--- src/pkg/msr_bank_regs.svh ---
// Offsets, field positions and reset values of the feature and exception record bank
`ifndef MSR_BANK_REGS_SVH
`define MSR_BANK_REGS_SVH

// ----------------------------------------
// Register offsets
// ----------------------------------------
`define MISC_FEATURE_ENABLE_OFS         12'h100
`define PLATFORM_REQUIREMENT_REPORT_OFS 12'h1a1
`define EXCEPTION_BRANCH_SOURCE_OFS     12'h1d7
`define EXCEPTION_BRANCH_TARGET_OFS     12'h1d8

// ----------------------------------------
// Field positions
// ----------------------------------------
`define LEAF_LIMIT_BIT                  22
`define TASK_PRIORITY_MESSAGE_BIT       23
`define CACHE_CONTEXT_MODE_BIT          24
`define EXECUTE_DISABLE_BIT             34
`define PLATFORM_REQUIRED_BIT           18
`define LEGACY_ADDR_BITS                32

// ----------------------------------------
// Values
// ----------------------------------------
`define LEAF_LIMIT_MAX                  32'h0000_0003
`define MISC_FEATURE_ENABLE_RST         1'b0
`define RECORD_RST                      64'h0000_0000_0000_0000
`define READ_IDLE                       64'h0000_0000_0000_0000

`endif

--- src/pkg/msr_bank_pkg.sv ---
// Types shared by the feature and exception record bank
package msr_bank_pkg;

  // Retired branch, source and target linear addresses
  typedef struct packed {
    logic        valid;
    logic [63:0] source;
    logic [63:0] target;
  } branch_t;

  // Identification query request
  typedef struct packed {
    logic        valid;
    logic [31:0] leaf;
  } id_query_t;

  // Answer to an identification query
  typedef struct packed {
    logic        done;
    logic        hidden;
    logic [31:0] maxLeaf;
  } id_answer_t;

endpackage

--- src/rtl/branch_record.sv ---
// Last branch tracker with an exception-time snapshot register
`timescale 1ns/1ns
`include "msr_bank_regs.svh"

module branch_record #(
  parameter int W = 64
) (
  // Clock and reset
  input  wire logic         sys_clk,
  input  wire logic         reset_n,
  input  wire logic         clkEn,
  // Branch and exception events
  input  wire logic         branchValid,
  input  wire logic [W-1:0] branchAddr,
  input  wire logic         capture,
  input  wire logic         longMode,
  // Snapshot
  output logic      [W-1:0] record
);

  logic [W-1:0] lastAddr;

  // ----------------------------------------
  // Most recent branch address
  // ----------------------------------------
  always_ff @(posedge sys_clk or negedge reset_n)
  begin
    if (!reset_n)
      lastAddr <= W'(`RECORD_RST);
    else if (clkEn && branchValid)
      lastAddr <= branchAddr;
  end

  // ----------------------------------------
  // Snapshot; a branch in the capture cycle comes after the event
  // ----------------------------------------
  always_ff @(posedge sys_clk or negedge reset_n)
  begin
    if (!reset_n)
      record <= W'(`RECORD_RST);
    else if (clkEn && capture)
    begin
      if (longMode)
        record <= lastAddr;
      else
        record <= {{(W - `LEGACY_ADDR_BITS){1'b0}}, lastAddr[`LEGACY_ADDR_BITS-1:0]};
    end
  end

endmodule // branch_record

--- src/rtl/id_query_filter.sv ---
// Identification query leaf limiter
`timescale 1ns/1ns
`include "msr_bank_regs.svh"

module id_query_filter #(
  parameter logic [31:0] MAX_LEAF = 32'h0000_0005
) (
  // Clock and reset
  input  wire logic                    sys_clk,
  input  wire logic                    reset_n,
  input  wire logic                    clkEn,
  // Query and control
  input  wire msr_bank_pkg::id_query_t query,
  input  wire logic                    leafLimit,
  // Answer
  output msr_bank_pkg::id_answer_t     answer
);

  logic [31:0] limitLeaf;

  assign limitLeaf = (MAX_LEAF < `LEAF_LIMIT_MAX) ? MAX_LEAF : `LEAF_LIMIT_MAX;

  always_ff @(posedge sys_clk or negedge reset_n)
  begin
    if (!reset_n)
      answer <= '0;
    else if (clkEn)
    begin
      answer.done    <= query.valid;
      answer.maxLeaf <= leafLimit ? limitLeaf : MAX_LEAF;
      if (query.valid)
        answer.hidden <= leafLimit ? (query.leaf > `LEAF_LIMIT_MAX) : (query.leaf > MAX_LEAF);
    end
  end

endmodule // id_query_filter

--- src/rtl/msr_feature_and_exception_record_bank.sv ---
// Feature-enable controls, platform report and last exception records
//
// Design decision made here: the plain strobed port.
`timescale 1ns/1ns
`include "msr_bank_regs.svh"

// How it works
// - Bit 22 of misc_feature_enable is a read-write leaf-limit control.
// - With leaf limit set, identification leaves above 3 are hidden.
// - Bit 24 set selects shared L1 data cache, clear (reset) selects adaptive.
// - Adaptive mode shares L1 only between threads with identical page-table bases.
// - Cache mode bit acts only where multithreading exists; otherwise writes change nothing.
// - Without the context-identifier flag, mode switching is unsupported; firmware leaves bit 24.
// - Read-only platform report; bit 18 flags platform requirements, rest reserved zero.
// - Each exception or interrupt loads source record with last branch address, bits 31:0.
// - In long addressing mode the source record holds the full 64 bits.
// - Target record loads the target of that same last branch.
module msr_feature_and_exception_record_bank #(
  parameter bit          SMT_SUPPORTED        = 1'b1,
  parameter bit          CONTEXT_ID_SUPPORTED = 1'b1,
  parameter bit          PLATFORM_REQUIRED    = 1'b0,
  parameter logic [31:0] MAX_LEAF             = 32'h0000_0005,
  parameter int          PAGE_BASE_W          = 64
) (
  // Clock, reset, enable
  input  wire logic                     sys_clk,
  input  wire logic                     reset_n,
  input  wire logic                     clkEn,
  // Register port
  input  wire logic [11:0]              regAddr,
  input  wire logic [63:0]              regWrData,
  input  wire logic                     regWr,
  input  wire logic                     regRd,
  output logic      [63:0]              regRdData,
  // Core events
  input  wire msr_bank_pkg::branch_t    branch,
  input  wire logic                     excEvent,
  input  wire logic                     longMode,
  input  wire logic [PAGE_BASE_W-1:0]   pageTableBase0,
  input  wire logic [PAGE_BASE_W-1:0]   pageTableBase1,
  // Identification query
  input  wire msr_bank_pkg::id_query_t  idQuery,
  output msr_bank_pkg::id_answer_t      idAnswer,
  // Feature controls
  output logic                          taskPriorityMessageDisable,
  output logic                          executeDisable,
  output logic                          cacheSharedMode,
  output logic                          l1ShareData,
  output logic                          featureResultWordContextId
);

  // ----------------------------------------
  // Internal state
  // ----------------------------------------
  logic        leafLimit;
  logic        modeSwitchable;
  logic        selMisc;
  logic        selPlatform;
  logic        selSource;
  logic        selTarget;
  logic        wrMisc;
  logic [63:0] miscValue;
  logic [63:0] platformValue;
  logic [63:0] sourceRecord;
  logic [63:0] targetRecord;
  logic [63:0] next_regRdData;

  assign modeSwitchable = SMT_SUPPORTED && CONTEXT_ID_SUPPORTED;

  // ----------------------------------------
  // Address decode
  // ----------------------------------------
  always_comb
  begin
    selMisc     = 1'b0;
    selPlatform = 1'b0;
    selSource   = 1'b0;
    selTarget   = 1'b0;
    if (regAddr == `MISC_FEATURE_ENABLE_OFS)
      selMisc = 1'b1;
    else if (regAddr == `PLATFORM_REQUIREMENT_REPORT_OFS)
      selPlatform = 1'b1;
    else if (regAddr == `EXCEPTION_BRANCH_SOURCE_OFS)
      selSource = 1'b1;
    else if (regAddr == `EXCEPTION_BRANCH_TARGET_OFS)
      selTarget = 1'b1;
  end

  // Record registers take no write path at all
  assign wrMisc = clkEn && regWr && selMisc;

  // ----------------------------------------
  // Feature-enable fields
  // ----------------------------------------
  always_ff @(posedge sys_clk or negedge reset_n)
  begin
    if (!reset_n)
      leafLimit <= `MISC_FEATURE_ENABLE_RST;
    else if (wrMisc)
      leafLimit <= regWrData[`LEAF_LIMIT_BIT];
  end

  always_ff @(posedge sys_clk or negedge reset_n)
  begin
    if (!reset_n)
      taskPriorityMessageDisable <= `MISC_FEATURE_ENABLE_RST;
    else if (wrMisc)
      taskPriorityMessageDisable <= regWrData[`TASK_PRIORITY_MESSAGE_BIT];
  end

  always_ff @(posedge sys_clk or negedge reset_n)
  begin
    if (!reset_n)
      executeDisable <= `MISC_FEATURE_ENABLE_RST;
    else if (wrMisc)
      executeDisable <= regWrData[`EXECUTE_DISABLE_BIT];
  end

  // Mode bit only moves where switching is supported
  always_ff @(posedge sys_clk or negedge reset_n)
  begin
    if (!reset_n)
      cacheSharedMode <= `MISC_FEATURE_ENABLE_RST;
    else if (wrMisc && modeSwitchable)
      cacheSharedMode <= regWrData[`CACHE_CONTEXT_MODE_BIT];
  end

  always_ff @(posedge sys_clk or negedge reset_n)
  begin
    if (!reset_n)
      featureResultWordContextId <= 1'b0;
    else if (clkEn)
      featureResultWordContextId <= CONTEXT_ID_SUPPORTED;
  end

  // ----------------------------------------
  // L1 data sharing between logical processors
  // ----------------------------------------
  always_ff @(posedge sys_clk or negedge reset_n)
  begin
    if (!reset_n)
      l1ShareData <= 1'b0;
    else if (clkEn)
    begin
      if (!SMT_SUPPORTED)
        l1ShareData <= 1'b0;
      else if (cacheSharedMode)
        l1ShareData <= 1'b1;
      else
        l1ShareData <= (pageTableBase0 == pageTableBase1);
    end
  end

  // ----------------------------------------
  // Read data
  // ----------------------------------------
  always_comb
  begin
    miscValue = '0;
    miscValue[`LEAF_LIMIT_BIT]            = leafLimit;
    miscValue[`TASK_PRIORITY_MESSAGE_BIT] = taskPriorityMessageDisable;
    miscValue[`CACHE_CONTEXT_MODE_BIT]    = cacheSharedMode;
    miscValue[`EXECUTE_DISABLE_BIT]       = executeDisable;
    platformValue = '0;
    platformValue[`PLATFORM_REQUIRED_BIT] = PLATFORM_REQUIRED;
  end

  always_comb
  begin
    next_regRdData = `READ_IDLE;
    if (regRd)
    begin
      if (selMisc)
        next_regRdData = miscValue;
      else if (selPlatform)
        next_regRdData = platformValue;
      else if (selSource)
        next_regRdData = sourceRecord;
      else if (selTarget)
        next_regRdData = targetRecord;
    end
  end

  always_ff @(posedge sys_clk or negedge reset_n)
  begin
    if (!reset_n)
      regRdData <= `READ_IDLE;
    else if (clkEn)
      regRdData <= next_regRdData;
  end

  // ----------------------------------------
  // Last exception records
  // ----------------------------------------
  branch_record #(
    .W (64)
  ) sourceRec (
    .sys_clk     (sys_clk),
    .reset_n     (reset_n),
    .clkEn       (clkEn),
    .branchValid (branch.valid),
    .branchAddr  (branch.source),
    .capture     (excEvent),
    .longMode    (longMode),
    .record      (sourceRecord)
  );

  branch_record #(
    .W (64)
  ) targetRec (
    .sys_clk     (sys_clk),
    .reset_n     (reset_n),
    .clkEn       (clkEn),
    .branchValid (branch.valid),
    .branchAddr  (branch.target),
    .capture     (excEvent),
    .longMode    (longMode),
    .record      (targetRecord)
  );

  // ----------------------------------------
  // Identification query
  // ----------------------------------------
  id_query_filter #(
    .MAX_LEAF (MAX_LEAF)
  ) queryFilter (
    .sys_clk   (sys_clk),
    .reset_n   (reset_n),
    .clkEn     (clkEn),
    .query     (idQuery),
    .leafLimit (leafLimit),
    .answer    (idAnswer)
  );
endmodule // msr_feature_and_exception_record_bank

--- config.mk ---
export PLATFORM = sky130hd
export DESIGN_NAME = msr_feature_and_exception_record_bank
export DESIGN_NICKNAME = d
export VERILOG_FILES = /design/src/pkg/msr_bank_pkg.sv /design/src/rtl/branch_record.sv /design/src/rtl/id_query_filter.sv /design/src/rtl/msr_feature_and_exception_record_bank.sv
export VERILOG_INCLUDE_DIRS = /design/src /design/src/pkg
export SDC_FILE = /design/constraint.sdc
export NUM_CORES = 1
export LEC_CHECK = 0
export ABC_AREA = 1
export BUFFER_PORTS_ARGS = -buffer_cell sky130_fd_sc_hd__buf_2
export CORE_AREA = 4 4 185 187
export CTS_BUF_LIST = sky130_fd_sc_hd__clkbuf_4 sky130_fd_sc_hd__clkbuf_8
export DETAILED_ROUTE_END_ITERATION = 16
export DIE_AREA = 0 0 189 191
export HOLD_SLACK_MARGIN = 0.02
export MAX_ROUTING_LAYER = met4
export PLACE_DENSITY = 0.7
export SYNTH_ARGS = -nofsm -noshare
export SYNTH_HDL_FRONTEND = slang
export SYNTH_SLANG_ARGS = --single-unit
--- constraint.sdc ---
create_clock -name sys_clk -period 0.9 [get_ports sys_clk]
set_input_delay 0.09 -clock sys_clk [delete_from_list [all_inputs] [get_ports sys_clk]]
set_output_delay 0.09 -clock sys_clk [all_outputs]
set_load 0.01 [all_outputs]
==> flow_metrics.env <==
export IMPL_finalSetupViolations=80
export IMPL_avgSynthCellArea_um2=9.01
export IMPL_fin_crit_sh_pct=138
export IMPL_grt_pass1_wl_um=76700
export IMPL_initial_core_util_pct=46.8
export IMPL_synth_edf_count=0
export IMPL_worstPathCellList="buf_2"
export IMPL_dp_cells=2497
export IMPL_hp_class="primary input to register"
export IMPL_grt_util_all_layers_pct=27.3
export IMPL_violations="setup timing"
export IMPL_pin_count=476
export IMPL_ys_warnings_count=0
export IMPL_run_status="complete, but fails checks"
export IMPL_synth_seq_cells=330
export IMPL_netSwitchingFraction_pct=26.0
export IMPL_p_leak_nw=11.8
export IMPL_area_growth_pct=45.8
export IMPL_tns_ns=-22.15
export IMPL_cap_violations=0
export IMPL_synthCells=1685
export IMPL_p_sw_mw=9.82
export IMPL_power_share_clock_pct=37.8
export IMPL_clk_pin_slew_ns=0.06
export IMPL_final_nets=2693
export IMPL_hold_path_end="queryFilter.answer[32]$_DFFE_PN0P_"
export IMPL_synth_area_um2=15200
export IMPL_seqPwrFrac_pct=46.8
export IMPL_critical_path_top_delay_family="flip-flops"
export IMPL_synth_ff_type="dfrtp_1"
export IMPL_synth_top_cell_by_area="dfrtp_1"
export IMPL_fp_dieW_um=189
export IMPL_clock_latency_ns=0.57
export IMPL_nFillCells=2421
export IMPL_synth_top_cell_area_share_pct=54.4
export IMPL_final_cells=2809
export IMPL_dr_total_vias=14100
export IMPL_grt_ovfl_total=0
export IMPL_reg2reg_depth=6
export IMPL_synth_distinct_cells=29
export IMPL_rsz0062_at_grt="yes"
export IMPL_crit_buf_inv=1
export IMPL_max_freq_mhz=808
export IMPL_start_kind="register"
export IMPL_numClockSinks=330
export IMPL_cts_root_buf="clkbuf_8"
export IMPL_powerDensity_nw_per_um2=1710
export IMPL_wire_per_inst_um=18.9
export IMPL_hold_viol_final=0
export IMPL_die_area_um2=36100
export IMPL_comb_power_share_pct=15.4
export IMPL_p_int_mw=28.0
export IMPL_path_class="register to output port"
export IMPL_r2r_start="executeDisable$_DFFE_PN0P_"
export IMPL_period_minus_slack_ns=1.24
export IMPL_cts_htree_levels=2
export IMPL_synth_area_leaders="dfrtp_1 54%, nand2_1 12%, mux2_2 11%, inv_1 4.4%, o21ai_0 4.4%"
export IMPL_drt_initial_drc_count=932
export IMPL_multi_input_area_um2=6120
export IMPL_r2r_end="regRdData[34]$_DFFE_PN0P_"
export IMPL_drt_pass1_iter_count=7
export IMPL_fin_ws_ns=-0.338
export IMPL_hold_start="idQuery[20]"
export IMPL_stdcell_area_um2=22100
export IMPL_via_per_inst=5.00
export IMPL_cts_buffers=54
export IMPL_r2r_setup_slack_ns=-0.05
export IMPL_seq_area_um2=8260
export IMPL_row_count=66
export IMPL_die_h_um=191
export IMPL_post_dp_cell_area_um2=18300
export IMPL_most_common_layout_cells="487 x nand2_1, 348 x buf_2, 329 x dfrtp_1"
export IMPL_crit_fanout=2
export IMPL_grt_start_max_net_pins=83
export IMPL_skew_ns=0.0265
export IMPL_cp_required_ns=0.81
export IMPL_irDropWorstVdd_uv=1540
export IMPL_place_port_buffers=385
export IMPL_final_common_cell="nand2_1"
export IMPL_ant_nets=0
export IMPL_routabilityCongestion=0.875
export IMPL_min_delay_path_depth=5
export IMPL_drc=0
export IMPL_hpwl_um=32400
export IMPL_drv_slew=0
export IMPL_cp_slowest_stage_delay_ns=0.42
export IMPL_end_kind="output port"
export IMPL_first_global_vias=14500
export IMPL_slowest_stage="dfrtp_1"
export IMPL_clockBufferDepth=3
export IMPL_cts_tree="built"
export IMPL_worst_ep_arrival_time_ns=1.15
export IMPL_synthArstFlopShare_pct=100
export IMPL_antenna_found_initial=6
export IMPL_drive_gt1_share_pct=33.9
export IMPL_ys_seq_area_share_pct=54.4
export IMPL_coreArea_um2=32500
export IMPL_routed_wl_um=53100
-- routing by layer --
metal	vias up	track usage [%]	part of all wire, %
met5	-	-	0
li1	6589	-	-
met2	570	47.3	51
met1	6745	30.8	38
met3	154	4.58	6.1
met4	0	13.5	4.9
-- cell usage after synthesis (5+ instances only) --
cell type / number
nor4_1: 8
nand4_1: 66
buf_6: 7
inv_1: 179
dfrtp_1: 330
xor2_1: 10
nand2_1: 497
clkbuf_1: 32
buf_4: 31
mux2_2: 143
o21ai_0: 134
a21oi_1: 34
nor2_1: 130
buf_1: 10
o21ai_1: 17
buf_2: 36
inv_2: 5
-- state kept, by name, indices dropped and copies added (netlist names), 5 cells and up --
| register | flops |
|---|---|
| sourceRec.record | 64 |
| regRdData | 64 |
| targetRec.record | 64 |
| queryFilter.answer | 5 |
| sourceRec.lastAddr | 64 |
| targetRec.lastAddr | 64 |
-- how the worst max path moves through the flow --
stage | startpoint | to | slack (ns) | cells after the start
finish | regRdData[37]$_DFFE_PN0P_ | regRdData[37] | -0.34 | 1
global route | regRdData[1]$_DFFE_PN0P_ | regRdData[1] | -0.39 | 1
CTS | regRdData[52]$_DFFE_PN0P_ | regRdData[52] | -0.39 | 1
detailed placement | regAddr[11] | regRdData[17]$_DFFE_PN0P_ | -0.64 | 9
global placement | regAddr[11] | regRdData[1]$_DFFE_PN0P_ | -0.57 | 9
floorplan | regAddr[8] | regRdData[32]$_DFFE_PN0P_ | -0.22 | 10
-- repair_timing --
item / 4_1_cts / 5_1_grt
endpoints found under the setup margin: 84 / 144
gates cloned: 0 / 15
hold endpoints to repair: 525 / 4
resized for setup: 38 / 86
pin swaps: 1 / 13
hold buffers: 152 / 1
buffers inserted: 20 / 24
-- power by group through the flow --
stage	combinational, mW	clock (mW)	sequential, mW
after detailed placement	5.00	0	17.9
after floorplan	3.25	0	17.6
final	5.82	14.3	17.7
after global routing	6.44	15.2	17.9
after global placement	4.82	0	17.8
after CTS	5.56	14.6	17.6
-- final cells by class --
type	count	share of cell area [%]
Tap cell	442	2.50
Timing Repair Buffer	667	23.7
Clock inverter	8	0.368
Multi-Input combinational cell	1082	27.7
Inverter	185	3.23
Sequential cell	330	37.3
Antenna cell	6	0.0679
Clock buffer	89	5.11
-- cells by family after synthesis --
family	after synthesis	synth area share (%)
other	1	0.0247
flip-flops	330	54.4
AO/OA/AOI/OAI	185	6.10
multiplexers	143	10.6
buffers and inverters	301	8.85
XOR/XNOR	10	0.577
AND/OR/NAND/NOR	715	19.4
-- metrics by stage --
stage          util (%)  hold slack [ns]  setup slack, ns  total power, mW
2_1_floorplan         -           -0.206           -0.218             20.8
5_1_grt            68.2          -0.0172           -0.387             39.5
3_3_place_gp       56.5          -0.0630           -0.574             22.6
4_1_cts            65.8          -0.0331           -0.389             37.8
3_5_place_dp       56.5          -0.0588           -0.637             22.9
6_report           68.2          0.00316           -0.338             37.8
No activity file was read; power rests on OpenSTA's default activity.
